### src/shared/irq_cfg.svh
`ifndef IRQ_CFG_SVH
`define IRQ_CFG_SVH
// ***************************************************
// Source numbering
// ***************************************************
`define SRC_COUNT 11
`define SRC_T0 0
`define SRC_T1 1
`define SRC_T2 2
`define SRC_T3 3
`define SRC_WDT 6
`define SRC_PIN 4
`define SRC_EXT0 5
`define SRC_EXT1 7
`define SRC_LVD 8
`define SRC_CMP 9
`define SRC_ADC 10
// ***************************************************
// Vectors and counter limits
// ***************************************************
`define PC_W 12
`define VEC_SOFT 12'h001
`define VEC_HARD 12'h008
`define T0_MAX 8'hFF
`define T0_MIN 8'h00
`define T13_MAX 10'h3FF
`define T13_MIN 10'h000
`define PA_W 8
`define PB_W 6
`define PB_EXT0 0
`define PB_EXT1 1
`define FLAGS_RST 11'h000
`endif

### src/shared/irq_pkg.sv
package irq_pkg;
   typedef enum logic [1:0] {ST_RUN, ST_SOFT, ST_HARD} vec_state_e;
   typedef logic [10:0] src_vec_t;
endpackage

### src/logic/level_event_detect.sv
`include "irq_cfg.svh"
// ***************************************************
// Timer wrap, supply and comparator event detector
// ***************************************************
module level_event_detect (
   input wire logic clock_i,
   input wire logic rst_i,
   input wire logic [7:0] timer0_count_i,
   input wire logic [9:0] timer1_count_i,
   input wire logic [9:0] timer2_count_i,
   input wire logic [9:0] timer3_count_i,
   input wire logic low_supply_ok_i,
   input wire logic comparator_out_i,
   input wire logic osc_ctrl_read_i,
   output logic [3:0] timer_event_o,
   output logic low_supply_event_o,
   output logic comparator_event_o
);
   typedef struct packed {
      logic [7:0] t0;
      logic [9:0] t1;
      logic [9:0] t2;
      logic [9:0] t3;
      logic [1:0] lvd_meta;
      logic lvd_prev;
      logic [1:0] cmp_meta;
      logic cmp_ref;
      logic cmp_armed;
   } led_s;
   led_s st_r;
   led_s st_nxt;
   function automatic logic under10(input logic [9:0] old_v, input logic [9:0] new_v);
      under10 = (old_v == `T13_MIN) && (new_v == `T13_MAX);
   endfunction
   always_comb begin
      st_nxt = st_r;
      st_nxt.t0 = timer0_count_i;
      st_nxt.t1 = timer1_count_i;
      st_nxt.t2 = timer2_count_i;
      st_nxt.t3 = timer3_count_i;
      st_nxt.lvd_meta = {st_r.lvd_meta[0], low_supply_ok_i};
      st_nxt.lvd_prev = st_r.lvd_meta[1];
      st_nxt.cmp_meta = {st_r.cmp_meta[0], comparator_out_i};
      // Reading the oscillator control register rebases the comparator reference
      if (osc_ctrl_read_i) begin
         st_nxt.cmp_ref = st_r.cmp_meta[1];
         st_nxt.cmp_armed = 1'b1;
      end else if (comparator_event_o) begin
         st_nxt.cmp_ref = st_r.cmp_meta[1];
      end
   end
   // Timer0 counts up and wraps, the others count down
   assign timer_event_o[0] = (st_r.t0 == `T0_MAX) && (timer0_count_i == `T0_MIN);
   assign timer_event_o[1] = under10(timer1_count_i, st_r.t1) ? 1'b0
      : under10(st_r.t1, timer1_count_i);
   assign timer_event_o[2] = under10(st_r.t2, timer2_count_i);
   assign timer_event_o[3] = under10(st_r.t3, timer3_count_i);
   assign low_supply_event_o = st_r.lvd_prev & ~st_r.lvd_meta[1];
   assign comparator_event_o = st_r.cmp_armed && (st_r.cmp_meta[1] != st_r.cmp_ref);
   always_ff @(posedge clock_i or posedge rst_i) begin
      if (rst_i) begin
         st_r <= '0;
         st_r.lvd_prev <= 1'b1;
         st_r.lvd_meta <= 2'b11;
      end else begin
         st_r <= st_nxt;
      end
   end
endmodule // level_event_detect

### src/logic/mcu_interrupt_unit.sv
`include "irq_cfg.svh"
// Overview of operation
// - Eleven hardware sources plus one software trap
// - Global enable gates hardware; set/clear instructions
// - Trap vectors to 0x001, clears global enable
// - Return sets global enable, resumes saved address
// - Event flags sticky until firmware writes zero
// - Flag readable only while its enable set
// - Enabled pending flag vectors to 0x008
// - Timer0 wrap sets timer0 flag
// - Timer1-3 underflow set their own flags
// - Watchdog flag set only in interrupt mode
// - Enabled input pin change sets pin flag
// - External select disables level change on pin
// - Selected edge sets external input flags
// - Supply falling below threshold sets flag
// - Comparator change raises request after rebase read
// - ADC end of conversion raises request
// - Watchdog flag and enable at bit six
module mcu_interrupt_unit (
   input wire logic clock_i,
   input wire logic rst_i,
   // Instruction sequencer
   input wire logic instr_done_i,
   input wire logic [11:0] next_pc_i,
   input wire logic soft_trap_instruction_i,
   input wire logic enable_irq_instruction_i,
   input wire logic disable_irq_instruction_i,
   input wire logic return_from_isr_instruction_i,
   // Event sources
   input wire logic [7:0] timer0_count_i,
   input wire logic [9:0] timer1_count_i,
   input wire logic [9:0] timer2_count_i,
   input wire logic [9:0] timer3_count_i,
   input wire logic watchdog_timeout_i,
   input wire logic watchdog_irq_mode_i,
   input wire logic [7:0] porta_i,
   input wire logic [5:0] portb_i,
   input wire logic [7:0] porta_input_mode_i,
   input wire logic [5:0] portb_input_mode_i,
   input wire logic [7:0] porta_change_wake_enable_i,
   input wire logic [5:0] portb_change_wake_enable_i,
   input wire logic ext0_pin_select_i,
   input wire logic ext1_pin_select_i,
   input wire logic ext_edge_polarity_i,
   input wire logic low_supply_ok_i,
   input wire logic comparator_out_i,
   input wire logic osc_ctrl_read_i,
   input wire logic adc_done_i,
   // Firmware access to flags and enables
   input wire logic [10:0] irq_enable_register_i,
   input wire logic flag_write_i,
   input wire logic [10:0] flag_write_data_i,
   output logic [10:0] irq_flag_register_o,
   output logic global_irq_enable_o,
   output logic redirect_o,
   output logic [11:0] redirect_pc_o,
   output logic [11:0] return_pc_o
);
   // ***************************************************
   // State
   // ***************************************************
   typedef struct packed {
      logic [10:0] flags;
      logic global_irq_enable;
      logic redirect;
      logic [11:0] vec;
      logic [11:0] ret;
      logic [10:0] flag_view;
      irq_pkg::vec_state_e fsm;
   } iu_s;
   iu_s st_r;
   iu_s st_nxt;
   logic [1:0] wdt_sync_r;
   logic [1:0] adc_sync_r;
   logic wdt_prev_r;
   logic adc_prev_r;
   logic pin_change;
   logic ext0_edge;
   logic ext1_edge;
   logic [3:0] timer_event;
   logic low_supply_event;
   logic comparator_event;
   logic [10:0] events;
   logic [10:0] flags_after;
   logic hard_pending;
   // ***************************************************
   // Event detectors
   // ***************************************************
   pin_change_detect u_pins (
      .clock_i(clock_i),
      .rst_i(rst_i),
      .porta_i(porta_i),
      .portb_i(portb_i),
      .porta_input_mode_i(porta_input_mode_i),
      .portb_input_mode_i(portb_input_mode_i),
      .porta_change_wake_enable_i(porta_change_wake_enable_i),
      .portb_change_wake_enable_i(portb_change_wake_enable_i),
      .ext0_pin_select_i(ext0_pin_select_i),
      .ext1_pin_select_i(ext1_pin_select_i),
      .ext_edge_polarity_i(ext_edge_polarity_i),
      .pin_change_o(pin_change),
      .ext0_edge_o(ext0_edge),
      .ext1_edge_o(ext1_edge)
   );
   level_event_detect u_levels (
      .clock_i(clock_i),
      .rst_i(rst_i),
      .timer0_count_i(timer0_count_i),
      .timer1_count_i(timer1_count_i),
      .timer2_count_i(timer2_count_i),
      .timer3_count_i(timer3_count_i),
      .low_supply_ok_i(low_supply_ok_i),
      .comparator_out_i(comparator_out_i),
      .osc_ctrl_read_i(osc_ctrl_read_i),
      .timer_event_o(timer_event),
      .low_supply_event_o(low_supply_event),
      .comparator_event_o(comparator_event)
   );
   // Watchdog and ADC strobes may come from slower domains
   always_ff @(posedge clock_i or posedge rst_i) begin
      if (rst_i) begin
         wdt_sync_r <= 2'b00;
         adc_sync_r <= 2'b00;
         wdt_prev_r <= 1'b0;
         adc_prev_r <= 1'b0;
      end else begin
         wdt_sync_r <= {wdt_sync_r[0], watchdog_timeout_i};
         adc_sync_r <= {adc_sync_r[0], adc_done_i};
         wdt_prev_r <= wdt_sync_r[1];
         adc_prev_r <= adc_sync_r[1];
      end
   end
   // ***************************************************
   // Flag collection
   // ***************************************************
   always_comb begin
      events = '0;
      events[`SRC_T0] = timer_event[0];
      events[`SRC_T1] = timer_event[1];
      events[`SRC_T2] = timer_event[2];
      events[`SRC_T3] = timer_event[3];
      events[`SRC_PIN] = pin_change;
      events[`SRC_EXT0] = ext0_edge;
      events[`SRC_WDT] = wdt_sync_r[1] & ~wdt_prev_r & watchdog_irq_mode_i;
      events[`SRC_EXT1] = ext1_edge;
      events[`SRC_LVD] = low_supply_event;
      events[`SRC_CMP] = comparator_event;
      events[`SRC_ADC] = adc_sync_r[1] & ~adc_prev_r;
   end
   always_comb begin
      flags_after = st_r.flags;
      if (flag_write_i) begin
         flags_after = st_r.flags & flag_write_data_i;
      end
      // A new event beats a simultaneous firmware clear
      flags_after = flags_after | events;
   end
   // ***************************************************
   // Vectoring
   // ***************************************************
   assign hard_pending = |(st_r.flags & irq_enable_register_i);
   always_comb begin
      st_nxt = st_r;
      st_nxt.flags = flags_after;
      st_nxt.flag_view = flags_after & irq_enable_register_i;
      st_nxt.redirect = 1'b0;
      if (enable_irq_instruction_i) begin
         st_nxt.global_irq_enable = 1'b1;
      end else if (disable_irq_instruction_i) begin
         st_nxt.global_irq_enable = 1'b0;
      end else if (return_from_isr_instruction_i) begin
         st_nxt.global_irq_enable = 1'b1;
      end
      case (st_r.fsm)
         irq_pkg::ST_RUN: begin
            // Redirect only at an instruction boundary
            if (instr_done_i && soft_trap_instruction_i) begin
               st_nxt.fsm = irq_pkg::ST_SOFT;
               st_nxt.ret = next_pc_i;
            end else if (instr_done_i && st_r.global_irq_enable && hard_pending
                         && !disable_irq_instruction_i) begin
               st_nxt.fsm = irq_pkg::ST_HARD;
               st_nxt.ret = next_pc_i;
            end
         end
         irq_pkg::ST_SOFT: begin
            st_nxt.global_irq_enable = 1'b0;
            st_nxt.redirect = 1'b1;
            st_nxt.vec = `VEC_SOFT;
            st_nxt.fsm = irq_pkg::ST_RUN;
         end
         irq_pkg::ST_HARD: begin
            st_nxt.global_irq_enable = 1'b0;
            st_nxt.redirect = 1'b1;
            st_nxt.vec = `VEC_HARD;
            st_nxt.fsm = irq_pkg::ST_RUN;
         end
         default: begin
            st_nxt.fsm = irq_pkg::ST_RUN;
         end
      endcase
      if (return_from_isr_instruction_i && instr_done_i) begin
         st_nxt.redirect = 1'b1;
         st_nxt.vec = st_r.ret;
      end
   end
   always_ff @(posedge clock_i or posedge rst_i) begin
      if (rst_i) begin
         st_r <= '0;
         st_r.fsm <= irq_pkg::ST_RUN;
      end else begin
         st_r <= st_nxt;
      end
   end
   assign irq_flag_register_o = st_r.flag_view;
   assign global_irq_enable_o = st_r.global_irq_enable;
   assign redirect_o = st_r.redirect;
   assign redirect_pc_o = st_r.vec;
   assign return_pc_o = st_r.ret;
endmodule // mcu_interrupt_unit

### src/logic/pin_change_detect.sv
`include "irq_cfg.svh"
// ***************************************************
// Port pin change and external edge detector
// ***************************************************
module pin_change_detect (
   input wire logic clock_i,
   input wire logic rst_i,
   input wire logic [7:0] porta_i,
   input wire logic [5:0] portb_i,
   input wire logic [7:0] porta_input_mode_i,
   input wire logic [5:0] portb_input_mode_i,
   input wire logic [7:0] porta_change_wake_enable_i,
   input wire logic [5:0] portb_change_wake_enable_i,
   input wire logic ext0_pin_select_i,
   input wire logic ext1_pin_select_i,
   input wire logic ext_edge_polarity_i,
   output logic pin_change_o,
   output logic ext0_edge_o,
   output logic ext1_edge_o
);
   typedef struct packed {
      logic [13:0] meta;
      logic [13:0] sync;
      logic [13:0] prev;
   } pcd_s;
   pcd_s st_r;
   pcd_s st_nxt;
   logic [13:0] wake_mask;
   logic [13:0] diff;
   always_comb begin
      st_nxt = st_r;
      st_nxt.meta = {portb_i, porta_i};
      st_nxt.sync = st_r.meta;
      st_nxt.prev = st_r.sync;
      wake_mask = {portb_change_wake_enable_i & portb_input_mode_i,
                   porta_change_wake_enable_i & porta_input_mode_i};
      // Pins claimed as edge inputs drop out of level-change sensing
      wake_mask[`PA_W + `PB_EXT0] = wake_mask[`PA_W + `PB_EXT0] & ~ext0_pin_select_i;
      wake_mask[`PA_W + `PB_EXT1] = wake_mask[`PA_W + `PB_EXT1] & ~ext1_pin_select_i;
      diff = st_r.sync ^ st_r.prev;
   end
   assign pin_change_o = |(diff & wake_mask);
   // Polarity high selects rising edge
   assign ext0_edge_o = ext0_pin_select_i & diff[`PA_W + `PB_EXT0]
      & (st_r.sync[`PA_W + `PB_EXT0] == ext_edge_polarity_i);
   assign ext1_edge_o = ext1_pin_select_i & diff[`PA_W + `PB_EXT1]
      & (st_r.sync[`PA_W + `PB_EXT1] == ext_edge_polarity_i);
   always_ff @(posedge clock_i or posedge rst_i) begin
      if (rst_i) begin
         st_r <= '0;
      end else begin
         st_r <= st_nxt;
      end
   end
endmodule // pin_change_detect

### config.mk
export PLATFORM = sky130hd
export DESIGN_NAME = mcu_interrupt_unit
export DESIGN_NICKNAME = d
export VERILOG_FILES = /design/src/shared/irq_pkg.sv /design/src/logic/level_event_detect.sv /design/src/logic/mcu_interrupt_unit.sv /design/src/logic/pin_change_detect.sv
export VERILOG_INCLUDE_DIRS = /design/src /design/src/shared
export SDC_FILE = /design/constraint.sdc
export NUM_CORES = 1
export LEC_CHECK = 0
export ABC_CLOCK_PERIOD_IN_PS = 5220
export BUFFER_PORTS_ARGS = -buffer_cell sky130_fd_sc_hd__buf_2
export CAP_MARGIN = 20
export CORE_UTILIZATION = 28
export CTS_CLUSTER_SIZE = 14
export DETAILED_ROUTE_END_ITERATION = 6
export GPL_TIMING_DRIVEN = 0
export SYNTH_ARGS = -nofsm -noshare
export SYNTH_HDL_FRONTEND = slang
export SYNTH_SLANG_ARGS = --single-unit
### constraint.sdc
create_clock -name clock_i -period 5.22 [get_ports clock_i]
set_input_delay 0.522 -clock clock_i [delete_from_list [all_inputs] [get_ports clock_i]]
set_output_delay 0.522 -clock clock_i [all_outputs]
set_load 0.01 [all_outputs]
# Word level (Yosys, flattened, before mapping)
# Index checks and enable logic that the tools add are counted.
# Widths: inputs -> output; s select.
dict set report classes {
  n_eq_ne 11
  mux 14
  bitwise_logic 23
  n_reduce_logical 25
}
# operator count
set op_table {}
lappend op_table {{$eq 10x10->1 const B} 4}
lappend op_table {{$logic_not 10->1} 4}
lappend op_table {{$and 11x11->11} 3}
lappend op_table {{$pmux 14 s2} 1}
lappend op_table {{$mux 12} 2}
lappend op_table {{$and 14x14->14} 1}
lappend op_table {{$reduce_or 14->1} 1}
lappend op_table {{$xor 14x14->14} 1}
lappend op_table {{$mux 13} 1}
lappend op_table {{$logic_and 1x1->1} 11}
lappend op_table {{$mux 11} 1}
lappend op_table {{$or 11x11->11} 1}
lappend op_table {{$reduce_or 11->1} 1}
lappend op_table {{$and 1x1->1} 10}
lappend op_table {{$and 8x8->8} 1}
lappend op_table {{$eq 8x8->1 const B} 1}
lappend op_table {{$logic_not 8->1} 1}
lappend op_table {{$and 6x6->6} 1}
lappend op_table {{$mux 1} 6}
lappend op_table {{$mux 2} 3}
lappend op_table {{$not 1->1} 5}
lappend op_table {{$reduce_bool 5->1} 1}
lappend op_table {{$reduce_bool 2->1} 2}
lappend op_table {{$ne 3x3->1 const B} 1}
lappend op_table {{other kinds (8)} 9}
dict set report word_totals {
  register_bits 143
  in_bits 131
  output_inout_bits 37
  wordCells 96
}

# Depth between registers and ports, before layout
dict set report logic_depth {
  ltp_word 7
  ltp_mapped 8
}

# By module
# Synthesis repeated with hierarchy kept, for this count alone.
dict set report unflattened {
  hier_cells 359
  area_unflattened_um2 5131.2
}
# module n_inst cells_per_inst area_each_um2 seq_area_each_um2
set modules_own_cells {}
lappend modules_own_cells {mcu_interrupt_unit 1 192 2421.1 1401.3}
lappend modules_own_cells {level_event_detect 1 80 1376.3 1129.8}
lappend modules_own_cells {pin_change_detect 1 87 1333.8 1051.0}

# Worst setup path before layout
# Ideal clock, no wire load.
dict set report synth_path {
  path_type {input to register}
  start {input irq_enable_register_i[7]}
  end {register st_r[1] in the netlist's numbering}
  t_arrival_ps 1334
  required_time_ps 5100
  path_slack_ps 3766
  cell_stages 6
  path_buffers 1
  cell_sequence {a22oi_1 -> nand2_2 -> nor2_8 -> buf_6 -> a21oi_2 -> o211a_1}
}
dict set report synth_between {
  elab_chain_len 5
}
# element line_no
set synth_rtl {}
lappend synth_rtl {{from (decl)} mcu_interrupt_unit.sv:51} ;# input wire logic [10:0] irq_enable_register_i,
lappend synth_rtl {{$and 11x11->11} mcu_interrupt_unit.sv:162} ;# assign hard_pending = |(st_r.flags & irq_enable_register_i);
lappend synth_rtl {{$reduce_or 11->1} mcu_interrupt_unit.sv:162}
lappend synth_rtl {{$logic_and 1x1->1} mcu_interrupt_unit.sv:181} ;# end else if (instr_done_i && st_r.global_irq_enable && hard_pending
lappend synth_rtl {{$logic_and 1x1->1} mcu_interrupt_unit.sv:182} ;# && !disable_irq_instruction_i) begin
lappend synth_rtl {{$ne 3x3->1 (no source line)} n/a}
lappend synth_rtl {{to (signal assigned)} mcu_interrupt_unit.sv:213} ;# st_r <= st_nxt;
lappend synth_rtl {{to (decl)} mcu_interrupt_unit.sv:72} ;# iu_s st_r;
# No other way between the ends.
# A chain may end at the register's enable or synchronous reset.

# Worst setup path in the final report
dict set report layout_path {
  start {register st_r[0] in the netlist's numbering}
  end {register st_r (netlist bit return_pc_o[4])}
}
dict set report layout_between {
  elab_chain_len 2
}
# element line_no
set layout_rtl {}
lappend layout_rtl {{$logic_not 2->1} mcu_interrupt_unit.sv:175} ;# case (st_r.fsm)
lappend layout_rtl {{$reduce_and 2->1 (no source line)} n/a}
# No other way between the ends.

==> results.md <==
- Buffers and inverters on the worst path: 3
- Number of antenna violations at the first check in global routing: 0
- # clock sinks: around 140
- CTS buffer count: 17
- Number of slew-limit violations in the final report: 0
- Post-synthesis register bit count: 143
- Share of synthesized registers carrying an async set or reset: between 90% and 100%
- Root Driver: sky130_fd_sc_hd__clkbuf_16
- Reg2Reg Launch Point: st_r[0]
- Number of enable-type register cells in the synthesized netlist: 0
- Transition at the pin with the smallest max-transition slack: ~0.6 ns
- Max Root-Sink Buffers: 2
- Hold bufs inserted after CTS: 0
- Reg-to-reg critical path endpoint: return_pc_o[4]
- Average wire per cell in the routed design: roughly 14 µm
- Final period utilization: 33.0%
- Fraction of the core area covered by cells at the end of the flow: slightly below 40%
- Number of antenna-violating nets in the routed design: 0
- Launch point of the critical path: st_r[0]
- Area share of the leading cell type in the synthesized netlist: between 60% and 70%
- Critical path, cell by cell: inv_1 -> ha_1 -> buf_2 -> clkbuf_1 -> o22ai_1 -> a31oi_1 -> nand3_1
- Placeable core area: approximately 0.019 mm²
- Number of design-rule violations left by the first detailed-router iteration: 208
- Chip width: roughly 140 µm
- Most instantiated flip-flop cell in the synthesis netlist: sky130_fd_sc_hd__dfrtp_1
- Die outline height: between 100 and 150 µm
- Number of resized instances in the post-cts repair step: 0
- Worst setup margin: 3.50 ns
- Largest delay contributor family on the critical path: buffers and inverters
- Number of global-route vias before repair: approximately 3.9k
- Number of synthesis warnings: 0
- Area of the die: about 0.02 mm²
- # fillers: around 1.9k
- Largest cells by area after synthesis: sky130_fd_sc_hd__dfrtp_1 64%, sky130_fd_sc_hd__buf_4 5.1%, sky130_fd_sc_hd__nand4_1 2.4%
- Number of nets in the layout: about 750
- Syn Std Cell Area: about 0.0055 mm²
- Pwr dens: about 470 mW/mm²
- Final weighted congestion of routability-driven global placement: approximately 0.77
- Post-Place Setup Slack: between 3 and 4 ns
- Worst endpoint required time: ~5.5 ns
- WP data arrival: slightly above 2 ns
- Max stage delay on crit path: 0.40 ns
- Antenna diode count: 0
- Upper clock frequency limit: between 0.5 and 0.6 GHz
- Average vias per placed instance: approximately 4.4
- Cell with the most instances after synthesis: sky130_fd_sc_hd__dfrtp_1
- List of most frequent post-synthesis cells: 140 x sky130_fd_sc_hd__dfrtp_1, 37 x sky130_fd_sc_hd__buf_4, 33 x sky130_fd_sc_hd__nand2_1
- Setup repair after global routing missed its margin: false
- Final min period: 1.72 ns
- Element type at the critical path end: flip-flop
- Leakage dissipation: about 3.5 nW
- Hold violation total from the final report: 0
- Number of H-tree levels: 4
- Final setup violation count: 0
- FF-to-FF setup slack: 3.50 ns
- Setup crit start kind: flip-flop
- Hold Worst Slack: 0.176 ns
- HPWL after DPL: ~9 mm
- Standard-cell row count: 50
- Number of iterations in the first detailed-routing pass: 5
- Slowest cell on the critical path: sky130_fd_sc_hd__dfrtp_1
- Part of the Yosys area used for sequential elements: 65.7%
- GRT Util Overall: between 10% and 20%
- Starting density of the core: between 20 and 30%
- Clock tree from TritonCTS: done
- Total I/O pin count: 168
- Maximum number of pins on one net before global-route repair: 79
- Worst Path Max Fanout: 10
- Maximum clock skew at final layout: between 0.008 and 0.009 ns
- Slew HR: 59.3%
- Net count of the mapped netlist: approximately 570
- Number of distinct standard cells referenced by the synthesized netlist: 44
- Wire length of the first global-routing pass: 19.6 mm
- Number of cells produced by synthesis: around 430
- Clock transition at the registers of the reported paths: ~0.06 ns
- IO buf count: about 170
- Largest area contributor in the netlist: sky130_fd_sc_hd__dfrtp_1
- Total via count in the routed design: between 3k and 4k
- Fraction of layout cells with a size suffix above 1: 41.8%
- Area growth from synthesis to layout: 33.2%
- Critical path destination: return_pc_o[4]
- Number of design rule violations left after detail routing: 0
- Result of the run: finished clean
- Syn_area_per_cell: between 10 and 15 µm²
- Critical path start-end classification: reg -> reg
- Max-cap violation count: 0
- Global route overflow: 0
- Stages on worst setup path: 7
- Total setup buffers inserted after CTS: 0
- Clock latency at the later pin of the worst-skew pair: around 0.42 ns
- Type of the worst min-delay path: in -> async
- Final routed wirelength across all metal layers: around 12 mm
- Count of cells along the worst register-to-register path: 7
- Peak supply drop: between 200 and 250 µV
==> per-stage QoR <==
step | total power, mW | instance area (µm²) | std cells | setup TNS [ns]
5_1_grt | 3.57 | 7260 | 891 | 0
4_1_cts | 3.43 | 7260 | 891 | 0
3_3_place_gp | 2.14 | 6610 | 858 | -99.55
2_1_floorplan | 1.88 | 5450 | 431 | 0
3_5_place_dp | 2.16 | 6650 | 859 | 0
6_report | 3.39 | 7260 | 891 | 0
==> metal layers <==
layer | vias to the layer above | part of all wire [%] | GRT usage (%)
li1 | 1883 | - | -
met1 | 1884 | 44 | 16.3
met2 | 132 | 49 | 21.4
met3 | 15 | 4.8 | 3.31
met4 | 0 | 1.6 | 5.09
met5 | - | 0 | 0
==> worst min path at each step <==
stage / cells past startpoint / slack (ns) / to
3_5_place_dp: 0 / 0.34 / u_levels.st_r[3]
5_1_grt: 1 / 0.18 / u_pins.st_nxt[22]
4_1_cts: 1 / 0.18 / u_pins.st_nxt[17]
2_1_floorplan: 0 / 0.33 / adc_sync_r[1]
6_report: 2 / 0.18 / u_levels.st_r[39]
3_3_place_gp: 0 / 0.33 / wdt_sync_r[1]
==> sequential cells by signal (all words and copies together), names as in the netlist <==
register             count
global_irq_enable_o      1
redirect_pc_o           12
return_pc_o             12
wdt_sync_r               2
u_pins.st_nxt           28
st_r                    13
adc_prev_r               1
redirect_o               1
u_levels.st_nxt          3
irq_flag_register_o     11
u_pins.st_r             14
u_levels.st_r           42
wdt_prev_r               1
adc_sync_r               2
==> logic make-up (layout without fill, tap and decap cells) <==
family	after synthesis	in the layout	synth area share, %
AOI/OAI and AO/OA	84	84	11.3
xor gates and xnor gates	15	15	2.41
adders and majority gates	3	3	0.689
buffers and inverters	68	268	7.78
DFF	143	143	65.7
muxes	1	1	0.207
and+or+nand+nor	117	117	11.9
==> layout by cell type, fill, tap and decap left out, types with 2 or more instances in the layout <==
cell                         synthesis  layout
sky130_fd_sc_hd__nand4_1            21      21
sky130_fd_sc_hd__a22o_1             10      10
sky130_fd_sc_hd__bufinv_16           0       2
sky130_fd_sc_hd__nand2_1            33      33
sky130_fd_sc_hd__and2_1             12      12
sky130_fd_sc_hd__xor2_1              6       6
sky130_fd_sc_hd__o22ai_1            16      16
sky130_fd_sc_hd__inv_1              18      17
sky130_fd_sc_hd__nand2_2             2       2
sky130_fd_sc_hd__nor2_1              6       6
sky130_fd_sc_hd__o21ai_0            16      16
sky130_fd_sc_hd__a31oi_1            15      15
sky130_fd_sc_hd__nor3b_1             3       3
sky130_fd_sc_hd__or2_2               2       2
sky130_fd_sc_hd__a211o_1            12      12
sky130_fd_sc_hd__nand3_1            16      16
sky130_fd_sc_hd__ha_1                3       3
sky130_fd_sc_hd__buf_6               3       3
sky130_fd_sc_hd__inv_8               0       4
sky130_fd_sc_hd__nor3_1              4       4
sky130_fd_sc_hd__clkinvlp_4          0       2
sky130_fd_sc_hd__xnor2_1             9       9
sky130_fd_sc_hd__inv_6               0       7
sky130_fd_sc_hd__buf_2               6     173
sky130_fd_sc_hd__a21oi_1             2       2
sky130_fd_sc_hd__a22oi_1             2       2
sky130_fd_sc_hd__nor4_1              8       8
sky130_fd_sc_hd__dfrtp_1           140     140
sky130_fd_sc_hd__nor2b_1             2       2
sky130_fd_sc_hd__nand3b_1            2       2
sky130_fd_sc_hd__clkbuf_16           0      17
sky130_fd_sc_hd__a22oi_2             2       2
sky130_fd_sc_hd__dfstp_2             3       3
sky130_fd_sc_hd__clkbuf_1            4       4
sky130_fd_sc_hd__o41ai_2             3       3
sky130_fd_sc_hd__buf_4              37      37
==> final cells by class <==
class / instances / area (µm²) / share of cell area [%]
Sequential cell: 143 / 3580 / 49.3
Multi-Input combinational cell: 220 / 1450 / 19.9
Timing Repair Buffer: 168 / 863 / 11.9
Clock buffer: 17 / 425 / 5.86
Buffer: 50 / 357 / 4.91
Tap cell: 260 / 325 / 4.48
Clock inverter: 15 / 189 / 2.60
Inverter: 18 / 72.6 / 1.00
==> power by group <==
part,internal [mW],total [mW],switching (mW)
combinational,0.385,0.758,0.373
clock,0.729,1.25,0.523
sequential,1.26,1.38,0.121
total,2.37,3.39,1.02
No activity file was read; power rests on OpenSTA's default activity.
